--- src/rtl/lbw_pkg.sv ---
// Constants shared by the log and block write command interpreter.
package lbw_pkg;
  // Word offsets of the task-file and control registers on AXI4-Lite.
  localparam logic [7:0] OFF_DATA = 8'h00;
  localparam logic [7:0] OFF_FEATURE = 8'h04;
  localparam logic [7:0] OFF_ERROR = 8'h08;
  localparam logic [7:0] OFF_SCOUNT = 8'h0C;
  localparam logic [7:0] OFF_SNUM = 8'h10;
  localparam logic [7:0] OFF_CYL_LO = 8'h14;
  localparam logic [7:0] OFF_CYL_HI = 8'h18;
  localparam logic [7:0] OFF_UNIT_HEAD = 8'h1C;
  localparam logic [7:0] OFF_COMMAND = 8'h20;
  localparam logic [7:0] OFF_STATE = 8'h24;
  localparam logic [7:0] OFF_MULTI = 8'h28;
  localparam logic [7:0] OFF_LOG_DIR = 8'h2C;
  // Command opcodes.
  localparam logic [7:0] OP_LOG_WRITE = 8'h3F;
  localparam logic [7:0] OP_BLOCK_WRITE = 8'hC5;
  // Error register bit positions.
  localparam int ERR_ABORT_BIT = 2;
  localparam int ERR_IDNF_BIT = 4;
  // Status register bit positions.
  localparam int ST_BSY_BIT = 7;
  localparam int ST_RDY_BIT = 6;
  localparam int ST_DF_BIT = 5;
  localparam int ST_DSC_BIT = 4;
  localparam int ST_DRQ_BIT = 3;
  localparam int ST_ERR_BIT = 0;
  // Unit/head register fields.
  localparam int UH_LBA_BIT = 6;
  // Log directory write fields.
  localparam int LD_SIZE_W = 16;
  localparam int LD_WRITABLE_BIT = 16;
  localparam int LD_ENABLE_BIT = 17;
  localparam int LD_INDEX_LSB = 24;
  // Sector geometry.
  localparam int SECTOR_BYTES = 512;
  localparam int WORDS_PER_SECTOR = SECTOR_BYTES / 2;
  localparam logic [7:0] LAST_WORD = 8'(WORDS_PER_SECTOR - 1);
  localparam logic [16:0] ZERO_COUNT_SECTORS = 17'h00100;
  localparam logic [7:0] LOG_BLOCK_SECTORS = 8'h01;
  // AXI responses.
  localparam logic [1:0] RESP_OKAY = 2'h0;
  localparam logic [1:0] RESP_SLVERR = 2'h2;
endpackage : lbw_pkg

--- src/rtl/lbw_cmd.sv ---
// Log write and block write command interpreter with an AXI4-Lite task file.
// Functional notes
// - opcode 3Fh starts the log write
// - accept 512-byte sectors into chosen log
// - log write interrupts once per sector block
// - abort when count exceeds directory log size
// - log start sector from cylinder low bytes
// - log address from sector number; read-only aborts
// - abort on disabled log or invalid values
// - opcode C5h accepts sectors for the media
// - block write interrupts once per multiple block
// - data moves one 16-bit word per access
// - zero sector count means 256 sectors
// - LBA mode builds 28-bit address
// - CHS mode uses sector, cylinder, head
// - block write residual count left in sector count
// - last transferred block write address left in registers
module lbw_cmd #(
  parameter int LOG_COUNT = 16,
  parameter int SECTORS_PER_TRACK = 63,
  parameter int HEAD_COUNT = 16
) (
  input wire logic core_clk,
  input wire logic rst_n,
  input wire logic [31:0] s_axi_awaddr,
  input wire logic s_axi_awvalid,
  output logic s_axi_awready,
  input wire logic [31:0] s_axi_wdata,
  input wire logic [3:0] s_axi_wstrb,
  input wire logic s_axi_wvalid,
  output logic s_axi_wready,
  output logic [1:0] s_axi_bresp,
  output logic s_axi_bvalid,
  input wire logic s_axi_bready,
  input wire logic [31:0] s_axi_araddr,
  input wire logic s_axi_arvalid,
  output logic s_axi_arready,
  output logic [31:0] s_axi_rdata,
  output logic [1:0] s_axi_rresp,
  output logic s_axi_rvalid,
  input wire logic s_axi_rready,
  input wire logic media_fault,
  output logic host_intrq,
  output logic [15:0] media_word,
  output logic media_valid,
  output logic media_to_log,
  output logic [27:0] media_addr
);
  localparam int LIW = $clog2(LOG_COUNT);

  typedef enum logic [1:0] {
    LBW_IDLE = 2'b01,
    LBW_XFER = 2'b10
  } lbw_phase_t;

  typedef struct packed {
    lbw_phase_t phase;
    logic awready;
    logic wready;
    logic aw_got;
    logic w_got;
    logic [7:0] aw_addr;
    logic [31:0] w_data;
    logic [3:0] w_strb;
    logic bvalid;
    logic [1:0] bresp;
    logic arready;
    logic rvalid;
    logic [31:0] rdata;
    logic [1:0] rresp;
    logic [7:0] feature_byte;
    logic [7:0] error_flags;
    logic [7:0] sc_cur;
    logic [7:0] sc_prev;
    logic [7:0] sector_number;
    logic [7:0] cl_cur;
    logic [7:0] cl_prev;
    logic [7:0] cylinder_high_byte;
    logic [7:0] unit_and_head_select;
    logic transfer_request;
    logic err_status;
    logic intrq;
    logic is_log;
    logic lba_mode;
    logic [16:0] rem;
    logic [7:0] blk_left;
    logic [7:0] word_cnt;
    logic [27:0] addr;
    logic [7:0] log_id;
    logic [15:0] log_sec;
    logic [7:0] multi;
    logic [LOG_COUNT-1:0][15:0] log_size;
    logic [LOG_COUNT-1:0] log_writable;
    logic [LOG_COUNT-1:0] log_enabled;
    logic [15:0] media_word;
    logic media_valid;
    logic [27:0] media_addr;
  } lbw_state_t;

  lbw_state_t s_reg;
  lbw_state_t s_next;

  logic wr_fire;
  logic cmd_fire;
  logic data_fire;
  logic sec_done;
  logic [15:0] log_count;
  logic [15:0] log_start;
  logic [16:0] log_end;
  logic log_bad;
  logic [16:0] rem_new;
  logic [27:0] addr_inc;
  logic [27:0] start_addr;

  // Log command fields and checks, decoded straight from the task file.
  always_comb begin
    log_count = {s_reg.sc_prev, s_reg.sc_cur};
    log_start = {s_reg.cl_prev, s_reg.cl_cur};
    log_end = {1'b0, log_start} + {1'b0, log_count};
    // Index zero is the directory itself and is never writable.
    log_bad = s_reg.sector_number >= 8'(LOG_COUNT) || s_reg.sector_number == 8'h00
              || !s_reg.log_writable[s_reg.sector_number[LIW-1:0]]
              || !s_reg.log_enabled[s_reg.sector_number[LIW-1:0]]
              || log_end > {1'b0, s_reg.log_size[s_reg.sector_number[LIW-1:0]]}
              || log_count == 16'h0000;
  end
  // Start address: both modes pack head, cylinder and sector the same way.
  assign start_addr = {s_reg.unit_and_head_select[3:0], s_reg.cylinder_high_byte,
                       s_reg.cl_cur, s_reg.sector_number};

  // Next address after a finished sector, by LBA or by CHS geometry.
  always_comb begin
    addr_inc = s_reg.addr;
    if (s_reg.lba_mode) addr_inc = s_reg.addr + 28'h0000001;
    else if (s_reg.addr[7:0] >= 8'(SECTORS_PER_TRACK)) begin
      addr_inc[7:0] = 8'h01;
      if (s_reg.addr[27:24] >= 4'(HEAD_COUNT - 1)) begin
        addr_inc[27:24] = 4'h0;
        addr_inc[23:8] = s_reg.addr[23:8] + 16'h0001;
      end else begin
        addr_inc[27:24] = s_reg.addr[27:24] + 4'h1;
      end
    end else begin
      addr_inc[7:0] = s_reg.addr[7:0] + 8'h01;
    end
  end

  assign wr_fire = s_reg.aw_got && s_reg.w_got && !s_reg.bvalid;
  assign cmd_fire = wr_fire && s_reg.aw_addr == lbw_pkg::OFF_COMMAND && s_reg.w_strb[0]
                    && s_reg.phase == LBW_IDLE;
  assign data_fire = wr_fire && s_reg.aw_addr == lbw_pkg::OFF_DATA
                     && s_reg.w_strb[1:0] == 2'h3 && s_reg.phase == LBW_XFER;
  assign sec_done = data_fire && s_reg.word_cnt == lbw_pkg::LAST_WORD && !media_fault;
  assign rem_new = s_reg.rem - 17'h00001;
  // Whole next state: bus handshakes first, then register and command effects.
  always_comb begin
    s_next = s_reg;
    s_next.media_valid = 1'b0;
    // Write address and data are caught independently, in either order.
    if (s_reg.awready && s_axi_awvalid) begin
      s_next.aw_got = 1'b1;
      s_next.aw_addr = s_axi_awaddr[7:0];
    end
    if (s_reg.wready && s_axi_wvalid) begin
      s_next.w_got = 1'b1;
      s_next.w_data = s_axi_wdata;
      s_next.w_strb = s_axi_wstrb;
    end
    if (s_reg.bvalid && s_axi_bready) s_next.bvalid = 1'b0;
    if (s_reg.rvalid && s_axi_rready) s_next.rvalid = 1'b0;
    // Reads answer one cycle after the address is taken; status read clears intrq.
    if (s_reg.arready && s_axi_arvalid) begin
      s_next.rvalid = 1'b1;
      s_next.rresp = lbw_pkg::RESP_OKAY;
      s_next.rdata = 32'h00000000;
      unique case (s_axi_araddr[7:0])
        lbw_pkg::OFF_DATA, lbw_pkg::OFF_FEATURE, lbw_pkg::OFF_COMMAND,
        lbw_pkg::OFF_LOG_DIR: s_next.rdata = 32'h00000000;
        lbw_pkg::OFF_ERROR: s_next.rdata[7:0] = s_reg.error_flags;
        lbw_pkg::OFF_SCOUNT: s_next.rdata[7:0] = s_reg.sc_cur;
        lbw_pkg::OFF_SNUM: s_next.rdata[7:0] = s_reg.sector_number;
        lbw_pkg::OFF_CYL_LO: s_next.rdata[7:0] = s_reg.cl_cur;
        lbw_pkg::OFF_CYL_HI: s_next.rdata[7:0] = s_reg.cylinder_high_byte;
        lbw_pkg::OFF_UNIT_HEAD: s_next.rdata[7:0] = s_reg.unit_and_head_select;
        lbw_pkg::OFF_MULTI: s_next.rdata[7:0] = s_reg.multi;
        lbw_pkg::OFF_STATE: begin
          s_next.rdata[lbw_pkg::ST_RDY_BIT] = 1'b1;
          s_next.rdata[lbw_pkg::ST_DSC_BIT] = 1'b1;
          s_next.rdata[lbw_pkg::ST_DRQ_BIT] = s_reg.transfer_request;
          s_next.rdata[lbw_pkg::ST_ERR_BIT] = s_reg.err_status;
          s_next.intrq = 1'b0;
        end
        default: s_next.rresp = lbw_pkg::RESP_SLVERR;
      endcase
    end
    // A write completes once both halves are held; the response follows.
    if (wr_fire) begin
      s_next.aw_got = 1'b0;
      s_next.w_got = 1'b0;
      s_next.bvalid = 1'b1;
      s_next.bresp = lbw_pkg::RESP_OKAY;
      unique case (s_reg.aw_addr)
        lbw_pkg::OFF_DATA, lbw_pkg::OFF_COMMAND, lbw_pkg::OFF_ERROR,
        lbw_pkg::OFF_STATE: ;
        lbw_pkg::OFF_FEATURE, lbw_pkg::OFF_SCOUNT, lbw_pkg::OFF_SNUM,
        lbw_pkg::OFF_CYL_LO, lbw_pkg::OFF_CYL_HI, lbw_pkg::OFF_UNIT_HEAD: begin
          // Host writes to the task file are ignored while a transfer is in progress.
          if (s_reg.phase == LBW_IDLE && s_reg.w_strb[0]) begin
            unique case (s_reg.aw_addr)
              lbw_pkg::OFF_FEATURE: s_next.feature_byte = s_reg.w_data[7:0];
              lbw_pkg::OFF_SCOUNT: begin
                s_next.sc_prev = s_reg.sc_cur;
                s_next.sc_cur = s_reg.w_data[7:0];
              end
              lbw_pkg::OFF_SNUM: s_next.sector_number = s_reg.w_data[7:0];
              lbw_pkg::OFF_CYL_LO: begin
                s_next.cl_prev = s_reg.cl_cur;
                s_next.cl_cur = s_reg.w_data[7:0];
              end
              lbw_pkg::OFF_CYL_HI: s_next.cylinder_high_byte = s_reg.w_data[7:0];
              default: s_next.unit_and_head_select = s_reg.w_data[7:0];
            endcase
          end
        end
        lbw_pkg::OFF_MULTI: begin
          if (s_reg.phase == LBW_IDLE && s_reg.w_strb[0])
            s_next.multi = s_reg.w_data[7:0];
        end
        lbw_pkg::OFF_LOG_DIR: begin
          if (s_reg.phase == LBW_IDLE && s_reg.w_strb == 4'hF) begin
            s_next.log_size[s_reg.w_data[lbw_pkg::LD_INDEX_LSB +: LIW]] =
              s_reg.w_data[lbw_pkg::LD_SIZE_W-1:0];
            s_next.log_writable[s_reg.w_data[lbw_pkg::LD_INDEX_LSB +: LIW]] =
              s_reg.w_data[lbw_pkg::LD_WRITABLE_BIT];
            s_next.log_enabled[s_reg.w_data[lbw_pkg::LD_INDEX_LSB +: LIW]] =
              s_reg.w_data[lbw_pkg::LD_ENABLE_BIT];
          end
        end
        default: s_next.bresp = lbw_pkg::RESP_SLVERR;
      endcase
    end
    // Command start: checks run in the same cycle, so an abort is immediate.
    if (cmd_fire) begin
      s_next.error_flags = 8'h00;
      s_next.err_status = 1'b0;
      s_next.word_cnt = 8'h00;
      s_next.is_log = 1'b0;
      if (s_reg.w_data[7:0] == lbw_pkg::OP_LOG_WRITE && !log_bad) begin
        s_next.is_log = 1'b1;
        s_next.phase = LBW_XFER;
        s_next.transfer_request = 1'b1;
        s_next.rem = {1'b0, log_count};
        s_next.log_id = s_reg.sector_number;
        s_next.log_sec = log_start;
        s_next.blk_left = lbw_pkg::LOG_BLOCK_SECTORS;
      end else if (s_reg.w_data[7:0] == lbw_pkg::OP_BLOCK_WRITE && s_reg.multi != 8'h00) begin
        s_next.phase = LBW_XFER;
        s_next.transfer_request = 1'b1;
        s_next.lba_mode = s_reg.unit_and_head_select[lbw_pkg::UH_LBA_BIT];
        s_next.addr = start_addr;
        s_next.blk_left = s_reg.multi;
        // A zero count asks for the largest transfer.
        s_next.rem = (s_reg.sc_cur == 8'h00) ? lbw_pkg::ZERO_COUNT_SECTORS
                                              : {9'h000, s_reg.sc_cur};
      end else begin
        // Bad log parameters, a missing block size or an unknown opcode.
        s_next.error_flags[lbw_pkg::ERR_ABORT_BIT] = 1'b1;
        s_next.err_status = 1'b1;
        s_next.transfer_request = 1'b0;
        s_next.intrq = 1'b1;
      end
    end
    // A media fault ends the block write early and leaves the residual count.
    if (s_reg.phase == LBW_XFER && media_fault) begin
      s_next.phase = LBW_IDLE;
      s_next.transfer_request = 1'b0;
      s_next.error_flags[lbw_pkg::ERR_IDNF_BIT] = 1'b1;
      s_next.err_status = 1'b1;
      s_next.intrq = 1'b1;
      if (!s_reg.is_log) s_next.sc_cur = s_reg.rem[7:0];
    end else if (data_fire) begin
      // Each data port write carries one 16-bit word to the media side.
      s_next.media_word = s_reg.w_data[15:0];
      s_next.media_valid = 1'b1;
      s_next.media_addr = s_reg.is_log ? {4'h0, s_reg.log_id, s_reg.log_sec} : s_reg.addr;
      s_next.word_cnt = s_reg.word_cnt + 8'h01;
      if (sec_done) begin
        s_next.word_cnt = 8'h00;
        s_next.rem = rem_new;
        s_next.blk_left = s_reg.blk_left - 8'h01;
        if (s_reg.is_log) s_next.log_sec = s_reg.log_sec + 16'h0001;
        else begin
          // Registers always show the last sector that went through.
          s_next.sc_cur = rem_new[7:0];
          s_next.sector_number = s_reg.addr[7:0];
          s_next.cl_cur = s_reg.addr[15:8];
          s_next.cylinder_high_byte = s_reg.addr[23:16];
          s_next.unit_and_head_select[3:0] = s_reg.addr[27:24];
          s_next.addr = addr_inc;
        end
        // One interrupt per finished block, or at the final sector.
        if (rem_new == 17'h00000 || s_reg.blk_left == 8'h01) begin
          s_next.intrq = 1'b1;
          s_next.blk_left = s_reg.is_log ? lbw_pkg::LOG_BLOCK_SECTORS : s_reg.multi;
        end
        if (rem_new == 17'h00000) begin
          s_next.phase = LBW_IDLE;
          s_next.transfer_request = 1'b0;
        end
      end
    end
    s_next.awready = !s_next.aw_got && !s_next.bvalid;
    s_next.wready = !s_next.w_got && !s_next.bvalid;
    s_next.arready = !s_next.rvalid;
  end
  // State register with synchronous reset.
  always_ff @(posedge core_clk) begin
    if (!rst_n) begin
      s_reg <= '0;
      s_reg.phase <= LBW_IDLE;
    end else begin
      s_reg <= s_next;
    end
  end

  assign s_axi_awready = s_reg.awready;
  assign s_axi_wready = s_reg.wready;
  assign s_axi_bvalid = s_reg.bvalid;
  assign s_axi_bresp = s_reg.bresp;
  assign s_axi_arready = s_reg.arready;
  assign s_axi_rvalid = s_reg.rvalid;
  assign s_axi_rdata = s_reg.rdata;
  assign s_axi_rresp = s_reg.rresp;
  assign host_intrq = s_reg.intrq;
  assign media_word = s_reg.media_word;
  assign media_valid = s_reg.media_valid;
  assign media_to_log = s_reg.is_log;
  assign media_addr = s_reg.media_addr;
endmodule : lbw_cmd

--- config.mk ---
export PLATFORM = sky130hd
export DESIGN_NAME = lbw_cmd
export DESIGN_NICKNAME = d
export VERILOG_FILES = /design/src/rtl/lbw_pkg.sv /design/src/rtl/lbw_cmd.sv
export SDC_FILE = /design/constraint.sdc
export NUM_CORES = 1
export LEC_CHECK = 0
export BUFFER_PORTS_ARGS = -buffer_cell sky130_fd_sc_hd__clkbuf_2
export CAP_MARGIN = 25
export CORE_MARGIN = 2
export CORE_UTILIZATION = 65
export CTS_CLUSTER_DIAMETER = 120
export DETAILED_ROUTE_END_ITERATION = 12
export HOLD_SLACK_MARGIN = 0.08
export PLACE_DENSITY = 0.85
export SYNTH_ARGS = -nofsm -noshare
export SYNTH_HDL_FRONTEND = slang
export SYNTH_SLANG_ARGS = --single-unit
--- constraint.sdc ---
create_clock -name core_clk -period 15.2 [get_ports core_clk]
set_clock_uncertainty 0.2 [all_clocks]
set_input_delay 3.04 -clock core_clk [delete_from_list [all_inputs] [get_ports core_clk]]
set_output_delay 3.04 -clock core_clk [all_outputs]
set_load 0.01 [all_outputs]
* Yosys cells after proc, flatten, opt, wreduce, memory -nomap -nowiden
Cells that the tools add are included.
Storage, ports and cells: register bits after elaboration 550, input port bits 108, output and inout port bits 88, word-level logic and storage cells 272
Operators by class: add/sub/neg operators 9, $lt $le $gt $ge 7, equal/unequal tests 32, mux-type cells 101, bitwise operators 4, reductions and logical operators 60
Operator list (number):
- 256-bit bitwise mux | 1
- 16-bit two-way mux | 13
- 61-bit two-way mux | 3
- 56-bit two-way mux | 3
- 28-bit two-way mux | 5
- 8-bit two-way mux | 15
- 90-bit two-way mux | 1
- 8-bit by 6-bit == test with 1-bit output, second input constant | 9
- 16-bit binary-select mux with 4-bit select | 1
- 16-bit demux with 4-bit select | 1
- 8-bit by 5-bit == test with 1-bit output, second input constant | 8
- 35-bit two-way mux | 1
- 16-bit by 1-bit adder with 16-bit output, second input constant | 2
- 16-bit bitwise mux | 2
- 8-bit by 4-bit == test with 1-bit output, second input constant | 4
- 8-bit logical NOT | 4
- 29-bit two-way mux | 1
- 28-bit by 1-bit adder with 28-bit output, second input constant | 1
- 26-bit two-way mux | 1
- 25-bit two-way mux | 1
- 24-bit two-way mux | 1
- 12-bit OR reduction | 2
- 1-bit logical AND | 23
- 1-bit two-way mux | 22
- 43 further kinds | 88

* Logic depth before layout (Yosys ltp)
Gate-level depths: netlist (run 1).
depth after elaboration 15, mapped depth 19

* Worst setup path after synthesis (run 1)
No wires, ideal clock.
path kind input-to-reg, start in media_fault, end reg s_reg[379] (netlist bit), library setup time 0.119 ns, arrival 4.914 ns, data required time 14.881 ns, setup slack 9.967 ns, stages 6, buffers on the path 1, cells stage by stage or4_1 clkbuf_1 nor3_1 o21ai_0 a31o_2 o221a_2
On the way: cells in the longest elaborated chain, start to end 5, elaborated cells on any way between the ends 9, those cells by class eq/ne: 2; mux: 3; reduce/logical: 4
RTL lines:
- start: declaration | line lbw_cmd.sv:42 | input wire logic media_fault,
- 1-bit logical NOT | line lbw_cmd.sv:153 | assign sec_done = data_fire && s_reg.word_cnt == lbw_pkg::LAST_WORD && !media_fault;
- 1-bit logical AND | line lbw_cmd.sv:153
- 61-bit two-way mux | line lbw_cmd.sv:287 | if (sec_done) begin
- 61-bit two-way mux | line lbw_cmd.sv:281 | end else if (data_fire) begin
- 61-bit two-way mux | line lbw_cmd.sv:274 | if (s_reg.phase == LBW_XFER && media_fault) begin
- end signal: assignment | line lbw_cmd.sv:322 | s_reg <= s_next;
- end: declaration | line lbw_cmd.sv:100 | lbw_state_t s_reg;
Several ways; a longest one is shown, not always the timed one. A chain may end at the register's enable or synchronous reset.

* Final worst setup path (run 1)
start in media_fault, end reg s_reg[355] (netlist bit)
On the way: cells in the longest elaborated chain, start to end 5, elaborated cells on any way between the ends 6, those cells by class mux: 3; reduce/logical: 3
RTL lines (line):
- 1-bit logical NOT | lbw_cmd.sv:153
- 1-bit logical AND | lbw_cmd.sv:153
- 16-bit two-way mux | lbw_cmd.sv:287
- 16-bit two-way mux | lbw_cmd.sv:281
- 16-bit two-way mux (*) | lbw_cmd.sv:274
Mark *: on every way between the ends. The rest lies on a longest branch, timed or not.

==> reports/results.ini, run 1 <==
[final_layout]
fin_nets = 3311
final_cell_mix = 830 x nand2_1, 539 x dfxtp_1, 476 x a21oi_1, 227 x nor2_1, 111 x clkbuf_2
drive_above_1_share_pct = 11.9
layout_commonest_cell = nand2_1
diodes = 0
largest_register_ff_count = 448
areaGrowthSynthToFinish_pct = 8.73

[detailed_routing]
vias_per_cell = 6.59
antenna_left = 0
vias = 24589
dr.pass1.iters = 10
wire_per_inst_um = 21.9
drt_iter0_markers = 2976
wl_um = 81800
post-route-drc-count = 0

[yosys]
ys_seq_area_share_pct = 41.3
synth_edf_count = 0
synth_cell_type_count = 78
yosys_warnings = 0
async_reset_ff_share_pct = 0
ys_ff_latch = 542
syn_area_per_cell_um2 = 8.10
syn_inst = 3242
syn_area_mm2 = 0.0263
synth-main-ff-cell = dfxtp_1

[pwr]
p_per_area_mw_per_mm2 = 106
switchingPower_mw = 0.670
seq_power_share_pct = 47.8
max-vdd-ir-drop_uv = 145
p_comb_share_pct = 2.6
fin_total_pwr_mw = 3.02
clkPwrFrac_pct = 49.6
swShare_pct = 22.2
power.internal_mw = 2.35
p_leak_nw = 10.4

[critical_path]
critPathArrivalTime_ns = 6.08
crit_required_ns = 15.50
critPathMaxFanout = 17
path_class = primary input to flip-flop
end_kind = flip-flop
cp-start-kind = primary input

[floorplan]
initial_core_util_pct = 65.9
core_mm2 = 0.0398
rows = 73
die_area_mm2 = 0.0420
num_io_pins = 196
fp.dieH_um = 205
die_w_um = 205

[global_routing]
antenna_found_initial = 0
grt_max_degree = 238
grt_pass1_vias = 23724
grt_use_total_pct = 37.8
grt_remaining_overflow = 0
grt_pass1_wl_um = 125000

[cts]
post_cts_buffers = 0
cts_resized = 0
root_buffer = clkbuf_16
clk_pin_slew_ns = 0.06
numCtsBuffers = 54
clock_latency_ns = 0.62
hold_buffers = 0
clockBufferDepth = 3
cts.sinks = 542
cts_tree = yes
htreeDepth = 2

[sta]
hold_violations = 0
worst_pin_slew_ns = 1.21
rsz0062_at_grt = false
slew_headroom_pct = 19.2
period_needed_ns = 5.78
finalSetupViolations = 0
drv_slew = 0
max_freq_mhz = 173
fin_crit_sh_pct = 38.0
fin_tns_setup_ns = 0

[placed_design]
finalWeightedCongestion = 0.959
dpl.hpwl_um = 52200
numPortBuffers = 111

[min_path]
min_path_type = flip-flop to flip-flop

[run]
cap_violations = 0

[status]
status = complete, no violations

## path summary, 6_finish.rpt
| kind | startpoint | end | slack (ns) | cells past startpoint |
|---|---|---|---|---|
| min reg2reg | s_reg[189] | s_reg[189] | 0.25 | 2 |
| max reg2reg | s_reg[463] | s_reg[349] | 9.65 | 15 |
| min | s_reg[189] | s_reg[189] | 0.25 | 2 |
| max | media_fault | s_reg[355] | 9.42 | 8 |
## critical path: stages
cell	delay, ns
clkbuf_2	0.13
nor4_1	0.75
nand2_1	0.61
nor2_1	0.71
nand2_1	0.25
o21ai_0	0.21
nor2_1	0.07
o31a_1	0.30
## layer usage
metal / up-vias / track usage [%] / wire length (µm)
li1: 10979 / - / -
met3: 445 / 7.03 / 8640
met5: - / 0 / 0
met4: 0 / 28.0 / 6760
met1: 11489 / 44.0 / 28200
met2: 1676 / 62.3 / 38200
## synthesized netlist by cell type (all sizes together), types with 10 or more instances
library cell / number / area share [%]
nand2: 831 / 12
dfxtp: 542 / 41
a21oi: 476 / 9.1
nor2: 232 / 3.3
clkbuf: 203 / 2.9
buf: 116 / 3.0
mux2i: 87 / 3.3
mux4: 86 / 7.4
o21ai: 80 / 1.6
nand3: 62 / 1.2
nor3: 48 / 0.95
inv: 42 / 0.60
ha: 41 / 2.0
a211oi: 40 / 1.1
and3: 32 / 0.76
a31oi: 24 / 0.57
nand4: 24 / 0.57
xnor2: 22 / 0.73
nor4: 21 / 0.50
a22oi: 17 / 0.49
and2: 14 / 0.33
nor2b: 13 / 0.31
nand2b: 12 / 0.29
xor2: 11 / 0.37
nand3b: 10 / 0.29
o21a: 10 / 0.29
or4: 10 / 0.30
## cell type report
| cell class | count | area [µm²] |
|---|---|---|
| clock buffers | 67 | 1490 |
| clock inverters | 33 | 512 |
| fillers | 2966 | 11300 |
| inverters | 42 | 165 |
| multi-input cells | 2364 | 13800 |
| flip-flops and latches | 542 | 10900 |
| well taps | 525 | 657 |
| repair buffers | 157 | 1030 |
## through the flow
step           setup WS [ns]  instance area (µm²)  std cells  hold slack [ns]  util (%)
2_1_floorplan           9.97                26300       3267            0.223         -
3_3_place_gp            8.80                26300       3618            0.234      66.1
3_5_place_dp            8.68                26400       3622            0.241      66.2
4_1_cts                 9.13                28400       3722            0.250      71.3
5_1_grt                 9.37                28500       3730            0.266      71.7
6_report                9.42                28500       3730            0.246      71.7
## power groups by stage
| stage | combinational [mW] | clock, mW | sequential, mW |
|---|---|---|---|
| floorplan | 0.0631 | 0 | 1.46 |
| CTS | 0.0748 | 1.50 | 1.44 |
| global route | 0.0835 | 1.56 | 1.44 |
| detailed placement | 0.0743 | 0 | 1.48 |
| finish | 0.0780 | 1.50 | 1.44 |
| global placement | 0.0705 | 0 | 1.47 |
## cells by family after synthesis
family,share of synthesized area (%)
AOI/OAI and AO/OA,16.3
xor gates and xnor gates,1.10
adders and majority gates,2.03
buffers and inverters,6.46
DFF,41.3
muxes,11.0
other,0.0143
and+or+nand+nor,21.7
(Power assumes the default switching activity.)
==> run 2: changes to the inputs <==
--- a/config.mk
+++ b/config.mk
@@ -8,11 +8,11 @@
 export BUFFER_PORTS_ARGS = -buffer_cell sky130_fd_sc_hd__clkbuf_2
 export CAP_MARGIN = 25
 export CORE_MARGIN = 2
-export CORE_UTILIZATION = 65
+export CORE_UTILIZATION = 55
 export CTS_CLUSTER_DIAMETER = 120
 export DETAILED_ROUTE_END_ITERATION = 12
 export HOLD_SLACK_MARGIN = 0.08
-export PLACE_DENSITY = 0.85
+export PLACE_DENSITY = 0.77
 export SYNTH_ARGS = -nofsm -noshare
 export SYNTH_HDL_FRONTEND = slang
 export SYNTH_SLANG_ARGS = --single-unit
==> constraint.sdc (replaced) <==
create_clock -name core_clk -period 4.85 [get_ports core_clk]
set_clock_uncertainty 0.2 [all_clocks]
set_input_delay 0.97 -clock core_clk [delete_from_list [all_inputs] [get_ports core_clk]]
set_output_delay 0.97 -clock core_clk [all_outputs]
set_load 0.01 [all_outputs]
==> run 2 against run 1 <==
  * Die area increased by 18%
  * Worst hold slack improved by 0.0053 ns
  * Cell count increased by 4.1%
  * Critical endpoint is now s_reg[348]
  * Global-route usage decreased by 5.0 points
  * Critical path depth increased by 6
  * Sequential power increased to 3.1 times the previous value
  * Combinational power increased to 3.2 times the previous value
  * Register-to-register slack got worse by 9.4 ns
  * Via count decreased by 0.52%
  * Sequential cell count unchanged
  * Utilization decreased by 11 points
  * Sequential share of layout area decreased by 0.63 points
==> reports/results.ini, run 2 (same netlist as run 1, synthesis figures left out) <==
[global_routing]
grt_remaining_overflow = 0  ; unchanged
grt_use_total_pct = 32.8  ; -5.0 points
grt_max_degree = 147  ; -38%
antenna_found_initial = 0  ; unchanged
grt_pass1_vias = 23530  ; -0.82%
grt_pass1_wl_um = 129000  ; +2.7%

[final_layout]
areaGrowthSynthToFinish_pct = 10.6
diodes = 0  ; unchanged
fin_nets = 3372  ; +1.8%
fill_cells = 4015  ; +35%
seqCellArea_mm2 = 0.0109  ; unchanged
fin_util_pct = 61.2  ; -11 points
fin_cells = 3882  ; +4.1%
final_cell_mix = 830 x nand2_1, 539 x dfxtp_1, 476 x a21oi_1, 230 x nor2_1, 111 x clkbuf_2
layout_commonest_cell = nand2_1
drive_above_1_share_pct = 13.5  ; +1.6 points
multi_input_area_mm2 = 0.0138  ; about the same
largest_register_ff_count = 448  ; unchanged

[placed_design]
placed_cells = 3776  ; +4.3%
dpl.hpwl_um = 55000  ; +5.3%
finalWeightedCongestion = 0.927  ; -3.4%
numPortBuffers = 111  ; unchanged

[sta]
holdWs_ns = 0.251  ; +0.00526 ns
max_freq_mhz = 216
finalSetupViolations = 0  ; unchanged
fin_crit_sh_pct = 95.4
worst_pin_slew_ns = 1.10  ; -0.115 ns
drv_slew = 0  ; unchanged
rsz0062_at_grt = false
slew_headroom_pct = 26.2  ; +7.0 points
fin_tns_setup_ns = 0  ; unchanged
hold_violations = 0  ; unchanged
period_needed_ns = 4.63

[floorplan]
rows = 80  ; +9.6%
num_io_pins = 196  ; unchanged
die_area_mm2 = 0.0495  ; +18%
fp.dieH_um = 222  ; +8.5%
core_mm2 = 0.0474  ; +19%
initial_core_util_pct = 55.3  ; -11 points
die_w_um = 222  ; +8.5%

[cts]
root_buffer = clkbuf_16
clock_latency_ns = 0.64  ; +0.02 ns
htreeDepth = 2  ; unchanged
clk_pin_slew_ns = 0.06  ; about the same
cts.sinks = 542  ; unchanged
clockBufferDepth = 3  ; unchanged
numCtsBuffers = 55  ; +1.9%
cts_tree = yes

[detailed_routing]
post-route-drc-count = 0  ; unchanged
drt_iter0_markers = 2862  ; -3.8%
vias = 24461  ; -0.52%
wl_um = 83700  ; +2.3%
antenna_left = 0  ; unchanged
wire_per_inst_um = 21.5  ; -1.7%
dr.pass1.iters = 8  ; -2
vias_per_cell = 6.30  ; -4.4%

[critical_path]
critical-path-max-stage-delay_ns = 0.61  ; -0.14 ns
end_kind = flip-flop
crit_chain = buf_4, mux4_2, mux4_2, inv_1, ha_1, a211oi_1, o21a_1, o21ai_0, o221ai_1, o2111ai_2, nor2_4, buf_4, nor3_1, a211oi_1
crit_required_ns = 5.17  ; -10.33 ns
slowest_stage = dfxtp_4
cp.buffers_inverters = 3  ; +2
critPathArrivalTime_ns = 4.95  ; -1.13 ns
critPathMaxFanout = 13  ; -4
cp_top_family = compound AO/OA/AOI/OAI gates
path_class = flip-flop to flip-flop
cp-start-kind = flip-flop

[pwr]
p_leak_nw = 10.6  ; +2.5%
max-vdd-ir-drop_uv = 302  ; +110%
p_per_area_mw_per_mm2 = 319  ; +200%
fin_total_pwr_mw = 9.25  ; +210%

[run]
cap_violations = 0  ; unchanged

[min_path]
min_path_type = flip-flop to flip-flop

[status]
status = complete, no violations

==> run 2: timing repair <==
action	4_1_cts	5_1_grt
pin swaps	0	1
hold buffers	0	0
gates cloned	0	0
endpoints found under the setup margin	1	53
gates resized for setup	1	7
buffers inserted	0	1
==> run 2: path summary, 6_finish.rpt <==
path	start	end	slack (ns)	depth (start not counted)
setup reg to reg	s_reg[463]	s_reg[348]	0.22	14
hold reg to reg	s_reg[262]	s_reg[262]	0.25	2
setup / recovery	s_reg[463]	s_reg[348]	0.22	14
hold / removal	s_reg[262]	s_reg[262]	0.25	2
==> run 2: per-stage QoR <==
stage	cell area [µm²]	worst slack, ns
finish	29000	0.222
global route	29000	0.0208
detailed placement	27000	0.0123
global placement	27000	0.166
CTS	28900	0.0898
floorplan	26300	0.0564
==> run 2: cell type report <==
| class | instances | share of cell area, % |
|---|---|---|
| Sequential cell | 542 | 37.4 |
| Clock inverter | 30 | 1.21 |
| Timing Repair Buffer | 217 | 5.08 |
| Multi-Input combinational cell | 2364 | 47.7 |
| Tap cell | 615 | 2.65 |
| Inverter | 42 | 0.569 |
| Clock buffer | 72 | 5.38 |
==> run 2: routing by layer <==
| metal | track usage [%] | up-vias | wire, µm |
|---|---|---|---|
| met5 | 0 | - | 0 |
| met1 | 40.0 | 11668 | 31800 |
| met4 | 21.4 | 0 | 5790 |
| met2 | 54.3 | 1353 | 38900 |
| li1 | - | 11102 | - |
| met3 | 4.84 | 338 | 7190 |
==> run 2: worst register-to-register path, delay by kind of cell, from the launching register on <==
family / cells / cell delay, ns
AO/OA/AOI/OAI: 6 / 1.31
AND/OR/NAND/NOR: 2 / 0.37
flip-flops: 1 / 0.61
adder cells (fa/ha/maj): 1 / 0.26
multiplexers: 2 / 1.04
buffers and inverters: 3 / 0.74
==> run 2: report_power, final <==
part / total (mW) / switching [mW] / internal, mW / leakage [nW]
sequential: 4.52 / 0.0454 / 4.47 / 4.37
clock: 4.49 / 1.89 / 2.59 / 0.942
combinational: 0.247 / 0.185 / 0.0627 / 5.30
total: 9.25 / 2.12 / 7.13 / 10.6
